--- config.mk ---
export PLATFORM = sky130hd
export DESIGN_NAME = flash_option_byte_protection
export DESIGN_NICKNAME = d
export VERILOG_FILES = /design/src/shared/flash_prot_pkg.sv /design/src/rtl/option_shadow_mem.sv /design/src/rtl/flash_option_byte_protection.sv
export SDC_FILE = /design/constraint.sdc
export NUM_CORES = 1
export LEC_CHECK = 0
export CELL_PAD_IN_SITES_DETAIL_PLACEMENT = 2
export CELL_PAD_IN_SITES_GLOBAL_PLACEMENT = 2
export CORE_MARGIN = 3
export CORE_UTILIZATION = 40
export CTS_BUF_LIST = sky130_fd_sc_hd__clkbuf_16
export DETAILED_ROUTE_END_ITERATION = 8
export DONT_BUFFER_PORTS = 1
export HOLD_SLACK_MARGIN = 0.1
export MAX_ROUTING_LAYER = met4
export PLACE_DENSITY_LB_ADDON = 0.1
export SLEW_MARGIN = 20
export SYNTH_ARGS = -nofsm -noshare
export SYNTH_HDL_FRONTEND = slang
export SYNTH_HIERARCHICAL = 1
export SYNTH_SLANG_ARGS = --single-unit
--- constraint.sdc ---
create_clock -name sys_clk -period 4.3 [get_ports sys_clk]
set_clock_uncertainty 0.2 [all_clocks]
set_input_delay 0.215 -clock sys_clk [delete_from_list [all_inputs] [get_ports sys_clk]]
set_output_delay 0.215 -clock sys_clk [all_outputs]
set_load 0.01 [all_outputs]
--- src/shared/flash_prot_pkg.sv ---
// Operation
// - main store 64 pages; info pages 2048 bytes
// - erase whole pages, program aligned half-words
// - main store at 0 only in normal boot
// - factory page 0x08040000, aliased at 0 in monitor
// - user page 0x08040800, never fetched
// - option word: data low, hardware inverse high
// - first eight user half-words are options 0-7
// - inverse mismatch at reset flags error, halts processor
// - options 4,5 bits guard sixteen 4-page regions
// - cleared write-protect bit protects; 0xFF none
// - write-protect changes apply after next reset
// - protected region blocks program and page erase
// - read protection off only when option 0 0xA5
// - read-protect state changes only at chip reset
// - debugger sets intrusion latch; pin reset clears
// - protection plus intrusion disconnects all flash
// - erasing option 0 under protection mass-erases main
// - read protection write-protects lowest four pages
// - options 2,3 checked and shadowed, drive nothing else
package flash_prot_pkg;

    localparam int unsigned PAGE_BYTES = 2048;
    localparam int unsigned MAIN_PAGES = 64;
    localparam int unsigned REGION_PAGES = 4;
    localparam int unsigned REGIONS = 16;
    localparam int unsigned OPT_COUNT = 8;
    localparam int unsigned OPT_IDX_W = 3;
    localparam int unsigned MAIN_OFF_W = 17;
    localparam int unsigned REGION_SHIFT = 13;

    localparam logic [31:0] MAIN_BYTES = 32'(MAIN_PAGES * PAGE_BYTES);
    localparam logic [31:0] PAGE_SIZE = 32'(PAGE_BYTES);
    localparam logic [31:0] OPT_AREA_BYTES = 32'(OPT_COUNT * 2);

    localparam logic [31:0] MAIN_BASE = 32'h0800_0000;
    localparam logic [31:0] BOOT_ALIAS_BASE = 32'h0000_0000;
    localparam logic [31:0] FACTORY_BASE = 32'h0804_0000;
    localparam logic [31:0] USER_BASE = 32'h0804_0800;

    // option words, as flash half-word addresses
    localparam logic [31:0] READ_PROTECT_OPTION = 32'h0804_0800;
    localparam logic [31:0] VENDOR_RESERVED_OPTION_A = 32'h0804_0802;
    localparam logic [31:0] CUSTOMER_OPTION_A = 32'h0804_0804;
    localparam logic [31:0] CUSTOMER_OPTION_B = 32'h0804_0806;
    localparam logic [31:0] WRITE_PROTECT_LOW_REGIONS = 32'h0804_0808;
    localparam logic [31:0] WRITE_PROTECT_HIGH_REGIONS = 32'h0804_080a;
    localparam logic [31:0] VENDOR_RESERVED_OPTION_B = 32'h0804_080c;
    localparam logic [31:0] VENDOR_RESERVED_OPTION_C = 32'h0804_080e;

    localparam logic [OPT_IDX_W-1:0] OPT_RP_IDX = 3'h0;
    localparam logic [OPT_IDX_W-1:0] OPT_WP_LOW_IDX = 3'h4;
    localparam logic [OPT_IDX_W-1:0] OPT_WP_HIGH_IDX = 3'h5;
    localparam logic [OPT_IDX_W-1:0] OPT_LAST_IDX = 3'h7;

    localparam logic [7:0] RP_DISABLE_CODE = 8'ha5;
    localparam logic [7:0] ERASED_BYTE = 8'hff;

    // safe values until the option load completes
    localparam logic RP_RESET = 1'b1;
    localparam logic INTRUSION_RESET = 1'b1;
    localparam logic [REGIONS-1:0] WP_RESET = 16'h0000;

    typedef enum logic [1:0] {OP_READ, OP_FETCH, OP_PROGRAM, OP_ERASE} op_t;
    typedef enum logic [1:0] {BLK_NONE, BLK_MAIN, BLK_FACTORY, BLK_USER} blk_t;

    typedef struct packed {
        logic valid;
        op_t op;
        logic [31:0] addr;
        logic [15:0] wdata;
    } bus_req_t;

    typedef struct packed {
        logic valid;
        blk_t blk;
        op_t op;
        logic [MAIN_OFF_W-1:0] offset;
        logic [15:0] wdata;
        logic mass_erase;
    } flash_cmd_t;

endpackage : flash_prot_pkg

--- src/rtl/option_shadow_mem.sv ---
`timescale 1ns/1ps
`default_nettype none
module option_shadow_mem #(
    parameter int unsigned DEPTH = 8,
    parameter int unsigned WIDTH = 16,
    parameter int unsigned IDX_W = 3
) (
    // clock and reset
    input wire logic sys_clk,
    input wire logic reset,
    // write port
    input wire logic wr_en,
    input wire logic [IDX_W-1:0] wr_idx,
    input wire logic [WIDTH-1:0] wr_data,
    // read port
    input wire logic [IDX_W-1:0] rd_idx,
    output logic [WIDTH-1:0] rd_data_q
);

    logic [WIDTH-1:0] mem [DEPTH];

    always_ff @(posedge sys_clk) begin
        if (wr_en) begin
            mem[wr_idx] <= wr_data;
        end
    end

    always_ff @(posedge sys_clk or posedge reset) begin
        if (reset) begin
            rd_data_q <= '0;
        end else begin
            rd_data_q <= mem[rd_idx];
        end
    end

endmodule : option_shadow_mem
`default_nettype wire

--- src/rtl/flash_option_byte_protection.sv ---
`timescale 1ns/1ps
`default_nettype none
module flash_option_byte_protection
    import flash_prot_pkg::*;
(
    // clock and reset
    input wire logic sys_clk,
    input wire logic reset,
    // reset cause and boot straps, valid after release
    input wire logic pin_reset_cause,
    input wire logic factory_monitor_boot,
    input wire logic debug_connected,
    // bus master request and answer
    input wire bus_req_t req,
    output logic rsp_valid_q,
    output logic rsp_error_q,
    // command to the flash array
    output flash_cmd_t cmd_q,
    // option word fetch from the user page
    output logic ob_rd_req_q,
    output logic [OPT_IDX_W-1:0] ob_rd_idx_q,
    input wire logic ob_rd_valid,
    input wire logic [15:0] ob_rd_data,
    // shadow readback
    input wire logic [OPT_IDX_W-1:0] shadow_rd_idx,
    output logic [15:0] shadow_rd_data_q,
    // status
    output logic cpu_hold_q,
    output logic option_error_q,
    output logic read_protect_q,
    output logic intrusion_q,
    output logic flash_off_bus_q,
    output logic [REGIONS-1:0] region_locked_q
);

    typedef enum logic [2:0] {LD_START, LD_ISSUE, LD_WAIT, LD_DONE, LD_FAULT} load_state_t;

    load_state_t state_q, state_d;
    logic monitor_q;
    logic ready_q;
    logic mismatch_q;
    logic [7:0] wp_low_q, wp_high_q;
    logic [REGIONS-1:0] wp_q;

    // ------------------------------------------------------------------
    // option loader
    // ------------------------------------------------------------------
    wire logic word_ok = (ob_rd_data[15:8] == ~ob_rd_data[7:0]);
    wire logic load_word = (state_q == LD_WAIT) && ob_rd_valid;
    wire logic last_word = (ob_rd_idx_q == OPT_LAST_IDX);
    wire logic any_bad = mismatch_q || !word_ok;

    always_comb begin
        state_d = state_q;
        unique case (state_q)
            LD_START: state_d = LD_ISSUE;
            LD_ISSUE: state_d = LD_WAIT;
            LD_WAIT: begin
                if (load_word) begin
                    if (!last_word) begin
                        state_d = LD_ISSUE;
                    end else if (any_bad) begin
                        state_d = LD_FAULT;
                    end else begin
                        state_d = LD_DONE;
                    end
                end
            end
            LD_DONE: state_d = LD_DONE;
            LD_FAULT: state_d = LD_FAULT;
            default: state_d = LD_FAULT;
        endcase
    end

    always_ff @(posedge sys_clk or posedge reset) begin
        if (reset) begin
            state_q <= LD_START;
        end else begin
            state_q <= state_d;
        end
    end

    always_ff @(posedge sys_clk or posedge reset) begin
        if (reset) begin
            ob_rd_req_q <= 1'b0;
            ob_rd_idx_q <= '0;
            mismatch_q <= 1'b0;
        end else begin
            ob_rd_req_q <= (state_q == LD_ISSUE);
            if (load_word) begin
                mismatch_q <= any_bad;
                if (!last_word) begin
                    ob_rd_idx_q <= ob_rd_idx_q + 3'h1;
                end
            end
        end
    end

    // every word lands in the shadow, options 2 and 3 go nowhere else
    option_shadow_mem #(
        .DEPTH(OPT_COUNT),
        .WIDTH(16),
        .IDX_W(OPT_IDX_W)
    ) u_shadow (
        .sys_clk(sys_clk),
        .reset(reset),
        .wr_en(load_word),
        .wr_idx(ob_rd_idx_q),
        .wr_data(ob_rd_data),
        .rd_idx(shadow_rd_idx),
        .rd_data_q(shadow_rd_data_q)
    );

    // protection state is only captured while loading, never later
    always_ff @(posedge sys_clk or posedge reset) begin
        if (reset) begin
            read_protect_q <= RP_RESET;
            wp_low_q <= 8'h00;
            wp_high_q <= 8'h00;
        end else if (load_word) begin
            if (ob_rd_idx_q == OPT_RP_IDX) begin
                read_protect_q <= (ob_rd_data[7:0] != RP_DISABLE_CODE);
            end
            if (ob_rd_idx_q == OPT_WP_LOW_IDX) begin
                wp_low_q <= ob_rd_data[7:0];
            end
            if (ob_rd_idx_q == OPT_WP_HIGH_IDX) begin
                wp_high_q <= ob_rd_data[7:0];
            end
        end
    end

    // a bit pattern from a load that failed its check is not trusted
    always_ff @(posedge sys_clk or posedge reset) begin
        if (reset) begin
            wp_q <= WP_RESET;
        end else if (state_q == LD_DONE) begin
            wp_q <= {wp_high_q, wp_low_q};
        end
    end

    always_ff @(posedge sys_clk or posedge reset) begin
        if (reset) begin
            monitor_q <= 1'b0;
            ready_q <= 1'b0;
            cpu_hold_q <= 1'b1;
            option_error_q <= 1'b0;
        end else begin
            if (state_q == LD_START) begin
                monitor_q <= factory_monitor_boot;
            end
            ready_q <= (state_q == LD_DONE);
            cpu_hold_q <= (state_q != LD_DONE);
            option_error_q <= (state_q == LD_FAULT);
        end
    end

    // ------------------------------------------------------------------
    // intrusion latch
    // ------------------------------------------------------------------
    // starts set so a chip reset alone cannot drop it; only a pin reset
    // with no debugger attached clears it, and a connect always wins
    wire logic intrusion_clear = (state_q == LD_START) && pin_reset_cause && !debug_connected;

    always_ff @(posedge sys_clk or posedge reset) begin
        if (reset) begin
            intrusion_q <= INTRUSION_RESET;
        end else if (debug_connected) begin
            intrusion_q <= 1'b1;
        end else if (intrusion_clear) begin
            intrusion_q <= 1'b0;
        end
    end

    wire logic off_bus = read_protect_q && intrusion_q;

    // ------------------------------------------------------------------
    // address decode
    // ------------------------------------------------------------------
    wire logic [31:0] main_hi_off = req.addr - MAIN_BASE;
    wire logic [31:0] alias_off = req.addr - BOOT_ALIAS_BASE;
    wire logic [31:0] fact_off = req.addr - FACTORY_BASE;
    wire logic [31:0] user_off = req.addr - USER_BASE;

    wire logic hit_main_hi = main_hi_off < MAIN_BYTES;
    wire logic hit_main_lo = !monitor_q && (alias_off < MAIN_BYTES);
    wire logic hit_fact_hi = fact_off < PAGE_SIZE;
    wire logic hit_fact_lo = monitor_q && (alias_off < PAGE_SIZE);
    wire logic hit_user = user_off < PAGE_SIZE;

    wire logic in_main = hit_main_hi || hit_main_lo;
    wire logic in_fact = hit_fact_hi || hit_fact_lo;

    wire logic [31:0] sel_off = hit_main_hi ? main_hi_off :
                                (hit_main_lo || hit_fact_lo) ? alias_off :
                                hit_fact_hi ? fact_off : user_off;
    wire logic [MAIN_OFF_W-1:0] blk_off = sel_off[MAIN_OFF_W-1:0];

    wire blk_t blk = in_main ? BLK_MAIN : in_fact ? BLK_FACTORY : hit_user ? BLK_USER : BLK_NONE;

    // ------------------------------------------------------------------
    // access checks
    // ------------------------------------------------------------------
    wire logic is_prog = (req.op == OP_PROGRAM);
    wire logic is_erase = (req.op == OP_ERASE);
    wire logic is_fetch = (req.op == OP_FETCH);
    wire logic modifies = is_prog || is_erase;

    wire logic [3:0] region = blk_off[REGION_SHIFT +: 4];

    // cleared option bit protects; bottom region also locked by read protection
    wire logic [REGIONS-1:0] locked = ~wp_q | {{(REGIONS-1){1'b0}}, read_protect_q};
    wire logic region_locked = locked[region];

    wire logic err_unmapped = (blk == BLK_NONE);
    wire logic err_fetch = is_fetch && (blk == BLK_USER);
    wire logic err_align = is_prog && blk_off[0];
    wire logic err_factory = modifies && (blk == BLK_FACTORY);
    wire logic err_wp = modifies && (blk == BLK_MAIN) && region_locked;

    wire logic err_any = !ready_q || off_bus || err_unmapped || err_fetch
                         || err_align || err_factory || err_wp;

    // erase acts on the page holding the address
    wire logic [MAIN_OFF_W-1:0] page_mask = ~MAIN_OFF_W'(PAGE_BYTES - 1);
    wire logic [MAIN_OFF_W-1:0] cmd_off = is_erase ? (blk_off & page_mask) : blk_off;

    // option words get their inverse from hardware; user bits above are dropped
    wire logic opt_word = (blk == BLK_USER) && (user_off < OPT_AREA_BYTES);
    wire logic [15:0] cmd_wdata = opt_word ? {~req.wdata[7:0], req.wdata[7:0]} : req.wdata;

    // the only way to erase option 0 is a user page erase; under read
    // protection it also wipes the main store so no readout survives
    wire logic mass_erase = is_erase && (blk == BLK_USER) && read_protect_q;

    wire logic accept = req.valid && !err_any;

    always_ff @(posedge sys_clk or posedge reset) begin
        if (reset) begin
            rsp_valid_q <= 1'b0;
            rsp_error_q <= 1'b0;
        end else begin
            rsp_valid_q <= req.valid;
            rsp_error_q <= req.valid && err_any;
        end
    end

    always_ff @(posedge sys_clk or posedge reset) begin
        if (reset) begin
            cmd_q <= '0;
        end else begin
            cmd_q.valid <= accept;
            cmd_q.blk <= accept ? blk : BLK_NONE;
            cmd_q.op <= req.op;
            cmd_q.offset <= cmd_off;
            cmd_q.wdata <= cmd_wdata;
            cmd_q.mass_erase <= accept && mass_erase;
        end
    end

    always_ff @(posedge sys_clk or posedge reset) begin
        if (reset) begin
            flash_off_bus_q <= 1'b1;
            region_locked_q <= '1;
        end else begin
            flash_off_bus_q <= off_bus;
            region_locked_q <= locked;
        end
    end

endmodule : flash_option_byte_protection
`default_nettype wire

Word level (Yosys, flattened, before mapping):

Memories as Yosys holds them, arrays and structs flattened. A register that Yosys moved wholly into a read port is not among the register bits.
Cells that the tools add are included.

* flip-flop bits (word level): 104
* RAM bits: 128
* logic and storage cells: 117
* memories: 1

Memory list
* u_shadow.mem: depth 8, bits a word 16, read ports 1, clocked after Yosys merged registers in 1, write ports 1, RTL line option_shadow_mem.sv:20 `logic [WIDTH-1:0] mem [DEPTH];`

* add/subtract/negate cells: 4
* order comparisons: 7
* equality and inequality tests: 17
* multiplexer cells: 19
* bitwise logic cells: 5
* reductions and logical operators: 41

Operators by type and width (number)
* 32-bit by 12-bit < comparator with 1-bit output, second input constant: 3
* 32-bit by 28-bit subtractor with 32-bit output, second input constant: 3
* 32-bit by 18-bit < comparator with 1-bit output, second input constant: 2
* 17-bit two-way mux: 3
* 32-bit by 5-bit < comparator with 1-bit output, second input constant: 1
* 1-bit logical AND: 17
* 16-bit two-way mux: 1
* 16-bit NOT: 1
* 8-bit NOT: 2
* 16-bit by 1-bit bitwise OR with 16-bit output: 1
* 3-bit equality test, second input constant: 4
* 3-bit case mux with 4 select lines: 1
* 1-bit logical OR: 11
* 11-bit two-way mux: 1
* 3-bit two-way mux: 3
* 2-bit equality test, second input constant: 4
* 8-bit equality test: 1
* 2-bit two-way mux: 4
* 8-bit inequality test, second input constant: 1
* 2-bit AND reduction: 4
* 3-bit by 2-bit equality test with 1-bit output, second input constant: 2
* 3-bit logical NOT: 2
* 1-bit logical NOT: 5
* 4-bit by 5-bit < comparator with 1-bit output, second input constant: 1
* other kinds (10): 15

Longest topological paths before layout:

* word-level depth: 14
* depth in mapped cells: 13

By module:

Netlist, hierarchy kept.

Modules (own cells, without submodules)
* option_shadow_mem: times used 1, cells each 215, area an instance 5377.7 µm², seq. area each 4244.1 µm²
* flash_option_byte_protection: times used 1, cells each 455, area an instance 4931.0 µm², seq. area each 2627.5 µm²

Worst setup path after synthesis:

Ideal clock, no wire load.

* path kind: in2reg
* from: input port req[44] (netlist name)
* to: register cmd_q[36] (netlist name)
* setup time: 111 ps
* data arrival time: 3321 ps
* required time: 3989 ps
* path slack: 668 ps
* stages: 13
* cell sequence: clkbuf_1 inv_1 ha_1 nand2_1 a2111oi_0 nor4_1 o2111a_1 buf_6 nor2_8 xnor2_4 mux4_1 mux4_2 a2111oi_2

* cells in the longest elaborated chain, start to end: 14

RTL lines
* start, declared: RTL line flash_option_byte_protection.sv:14 `input wire bus_req_t req,`
* parallel branches: the longest is 13 deep, another holds 32-bit by 28-bit subtractor with 32-bit output
* 2-bit two-way mux *: RTL line flash_option_byte_protection.sv:253 `cmd_q.blk <= accept ? blk : BLK_NONE;`
* end, declared: RTL line flash_option_byte_protection.sv:18 `output flash_cmd_t cmd_q,`

Every way passes the cells marked *. The select of a mux whose other input is x is not followed.
A chain may end at the register's enable or synchronous reset.

Final worst setup path:

* from: input port req[27] (netlist name)
* to: register cmd_q[14] (netlist name)

* cells in the longest elaborated chain, start to end: 8

RTL lines
* 32-bit by 28-bit subtractor with 32-bit output (tied with other cells): RTL line flash_option_byte_protection.sv:183 `wire logic [31:0] user_off = req.addr - USER_BASE;`
* 32-bit by 12-bit < comparator with 1-bit output (tied with other cells): RTL line flash_option_byte_protection.sv:189 `wire logic hit_user = user_off < PAGE_SIZE;`
* 2-bit two-way mux / 1-bit logical OR (equally long branches): RTL line flash_option_byte_protection.sv:199, flash_option_byte_protection.sv:192
* 2-bit two-way mux (2 in series): RTL line flash_option_byte_protection.sv:199 `wire blk_t blk = in_main ? BLK_MAIN : in_fact ? BLK_FACTORY : hit_user ? BLK_USER : BLK_NONE;`
* 2-bit equality test: RTL line flash_option_byte_protection.sv:229 `wire logic opt_word = (blk == BLK_USER) && (user_off < OPT_AREA_BYTES);`
* 1-bit logical AND *: RTL line flash_option_byte_protection.sv:229
* 16-bit two-way mux *: RTL line flash_option_byte_protection.sv:230 `wire logic [15:0] cmd_wdata = opt_word ? {~req.wdata[7:0], req.wdata[7:0]} : req.wdata;`
* via cmd_wdata[13]: RTL line flash_option_byte_protection.sv:230

Mark *: on every way through the listed nets, which the timed path passes. The rest lies on a longest branch.

==> key figures <==
Outcome
  – Status: finished, final reports clean

Power and ir drop
  – Power Density: 494.3 nW/µm²
  – LEAKAGE: 4.760 nW
  – Total power: 6.237 mW
  – Maximum vdd drop: 0.2963 mV

CTS
  – Clock Sinks: 248
  – Clock Path Buffers: 3
  – Worst skew pair latency: 0.54 ns
  – CTS buffer count: 27
  – Root Driver: clkbuf_16
  – CTS tree: done
  – CTS clk-pin slew, worst paths: 0.06 ns
  – H-tree depth: 1

Timing
  – Setup violators final: 0
  – Final Hold Fails: 0
  – Final WS setup: 0.1956 ns
  – F_max: 243.6 MHz
  – Post-Route Setup TNS: 0 ns
  – Slew HR: 27.72%
  – Slew Limit Fails: 0
  – RSZ-0062 raised after global routing: no
  – Fin crit period: 4.104 ns
  – Least-Margin Pin Slew: 1.081 ns
  – Final worst path period share: 95.45%

Logic synthesis
  – Post-synthesis cell count: 670
  – Avg Synthesized Cell Area: 15.39 µm²
  – Synth warn: 6
  – Yosys reg bits: 248
  – Area leader, netlist: edfxtp_1
  – Simple-gate share of the synthesized area: 9.334%
  – Post-synthesis xor/xnor area fraction: 1.796%
  – Post-Synth Adder-Cell Area: 0.8496%
  – FFs w/ async S/R, synth: 48.39%
  – Post-synth EDFFs: 128
  – Compound-Gate Fraction of Synth Area: 5.340%
  – Post-synth top area share: 37.29%
  – Largest family of logic cells by synthesized area: multiplexers
  – Multiplexer share of the synthesized area: 13.25%
  – Post-synthesis sequential area ratio: 66.66%
  – Syn nets: 753
  – Synth area leaders: edfxtp_1 (37%), dfrtp_1 (24%), mux4_1 (8.2%)
  – Netlist Area Pre-Place: 10310 µm²
  – Ys flop type: edfxtp_1
  – Post-synth cell types: 64

Drt
  – Antenna Nets Post-Route: 0
  – Post-Route WL: 28480 µm
  – Post-DR vias/cell: 5.515
  – TritonRoute pass-1 iters: 4
  – Avg WL per Cell: 25.05 µm
  – Drc violations: 0
  – Via Count: 6271
  – Initial DRC count: 368

Critical path
  – Crit-path most repeated cell: buf_4
  – CP Cell Sequence: inv_1 > ha_1 > or3b_1 > o41ai_1 > buf_4 > nand3_1 > a21oi_1 > xor2_1 > or4_1 > nand3b_1 > buf_4 > dlygate4sd3_1 > buf_4 > o21ai_0 > dlygate4sd3_1
  – Critical-path top delay cell: dlygate4sd3_1
  – CP Capture Type: flip-flop
  – Worst R2R Setup Slack: 0.83 ns
  – FF-to-FF End: cmd_q[36]
  – Setup crit start: req[27]
  – Crit path required time: 4.56 ns
  – Slowest cell delay on critical path: 0.63 ns
  – Worst r2r src: monitor_q
  – CP Capture Point: cmd_q[14]
  – Worst setup SP type: primary input
  – Max FO, Critical Path: 9
  – R2r worst-path depth: 9
  – Worst path arrival time: 4.37 ns
  – Worst Path Class, Setup: primary input to flip-flop

Die
  – Core box area: 25250 µm²
  – Die width: 166.5 µm
  – Cell row count: 58
  – Boundary Pins: 158
  – Die Y: 166.5 µm
  – Initial Util: 40.82%
  – Full die area: 27730 µm²

Finish
  – Fin util: 49.97%
  – Ant diodes: 0
  – Layout area overhead: 22.42%
  – Layout cells sized above 1: 16.48%
  – Fill cells: 2327
  – Commonest non-fill, non-tap cell in the layout: edfxtp_1
  – Storage cell area: 6872 µm²
  – Area of the multi-input gates: 3192 µm²
  – Most frequent cells in the layout: edfxtp_1 (128), dfrtp_1 (100), dlygate4sd3_1 (97)
  – Layout Nets: 869

Global route
  – First-pass GRT wire length: 44040 µm
  – Gr usage total: 21.08%
  – Vias in the first global route: 7075
  – Largest net degree at the start of global routing: 70
  – Antenna violations before repair: 0
  – Congestion Overflow GR: 0

Place
  – Final GP Congestion: 0.8406
  – Buffers on Ports: 0
  – Detailed placer's ending HPWL: 17900 µm
  – DP Worst Slack: 0.2330 ns

Flow run
  – Max-cap violations: 0

Hold path
  – Hold WC Path Type: primary input to asynchronous set/reset pin
[sequential cells by signal, summed over array words and instances (netlist names), 3 cells and up]
signal and flops:
u_shadow/mem 128, wp_low_q 8, wp_q 16, cmd_q 39, ob_rd_idx_q 3, u_shadow/rd_data_q 16
region_locked_q 16, state_q 3, wp_high_q 8
[logic make-up after synthesis]
logic type,count (synthesis)
DFF,248
and+or+nand+nor,177
AOI/OAI and AO/OA,83
muxes,74
buffers and inverters,62
xor gates and xnor gates,19
adders and majority gates,7
[worst min-delay path by stage]
stage               cells past startpoint  slack (ns)                     to  startpoint
CTS                                     2        0.11              cmd_q[26]     req[25]
global route                            2        0.13              cmd_q[20]     req[19]
detailed placement                      0        0.05               cmd_q[2]      req[1]
global placement                        1        0.03  u_shadow/rd_data_q[4]       reset
finish                                  2        0.12  u_shadow/rd_data_q[3]       reset
floorplan                               1       -0.07  u_shadow/rd_data_q[0]       reset
[report_power, final]
part	internal [mW]	switching, mW
Combinational	0.361	0.439
Clock	1.30	0.952
Sequential	2.87	0.315
Total	4.53	1.71
[critical path: cells and delay by family]
family          cells  cell delay (ns)
xor+xnor            1             0.12
simple gates        4             1.29
compound gates      3             0.69
fa+ha+maj           1             0.21
buf+inv             6             1.84
[cell type report]
| type | instances | share of cell area, % |
|---|---|---|
| Sequential cell | 248 | 54.45 |
| Multi-Input combinational cell | 360 | 25.29 |
| Timing Repair Buffer | 112 | 8.844 |
| Clock buffer | 31 | 6.147 |
| Tap cell | 330 | 3.272 |
| Inverter | 37 | 1.120 |
| Clock inverter | 19 | 0.8725 |
[synthesized netlist by cell type (12+ instances only)]
library cell	n
inv_1	37
nor3_1	16
nand2b_1	12
nand3_1	12
mux4_1	32
edfxtp_1	128
dfstp_2	20
dfrtp_1	100
nor2_1	23
mux2_2	34
and2_1	16
a21oi_1	12
o21ai_0	30
nand2_1	49
[through the flow]
stage	area [µm²]	hold slack, ns	std cells
CTS	12550	0.1085	1130
global route	12620	0.1286	1137
detailed placement	10680	0.04656	984
floorplan	10310	-0.07126	670
global placement	10680	0.02670	984
finish	12620	0.1205	1137
[per-layer routing]
layer  vias up  share of wire [%]  GRT usage [%]
met5         -                  0              -
met4         0                1.7          4.125
met3        28                6.1          4.201
met2       196                 49          34.04
met1      3288                 43          28.26
li1       2759                  -              -
[repair_timing]
item                                    4_1_cts  5_1_grt
resized for setup                             0        1
endpoints found under the setup margin        0        7
hold buffers                                 96        3
setup buffers                                 0        3
endpoints found under the hold margin       295        2
Note: power is estimated with default switching activity, not from simulation.
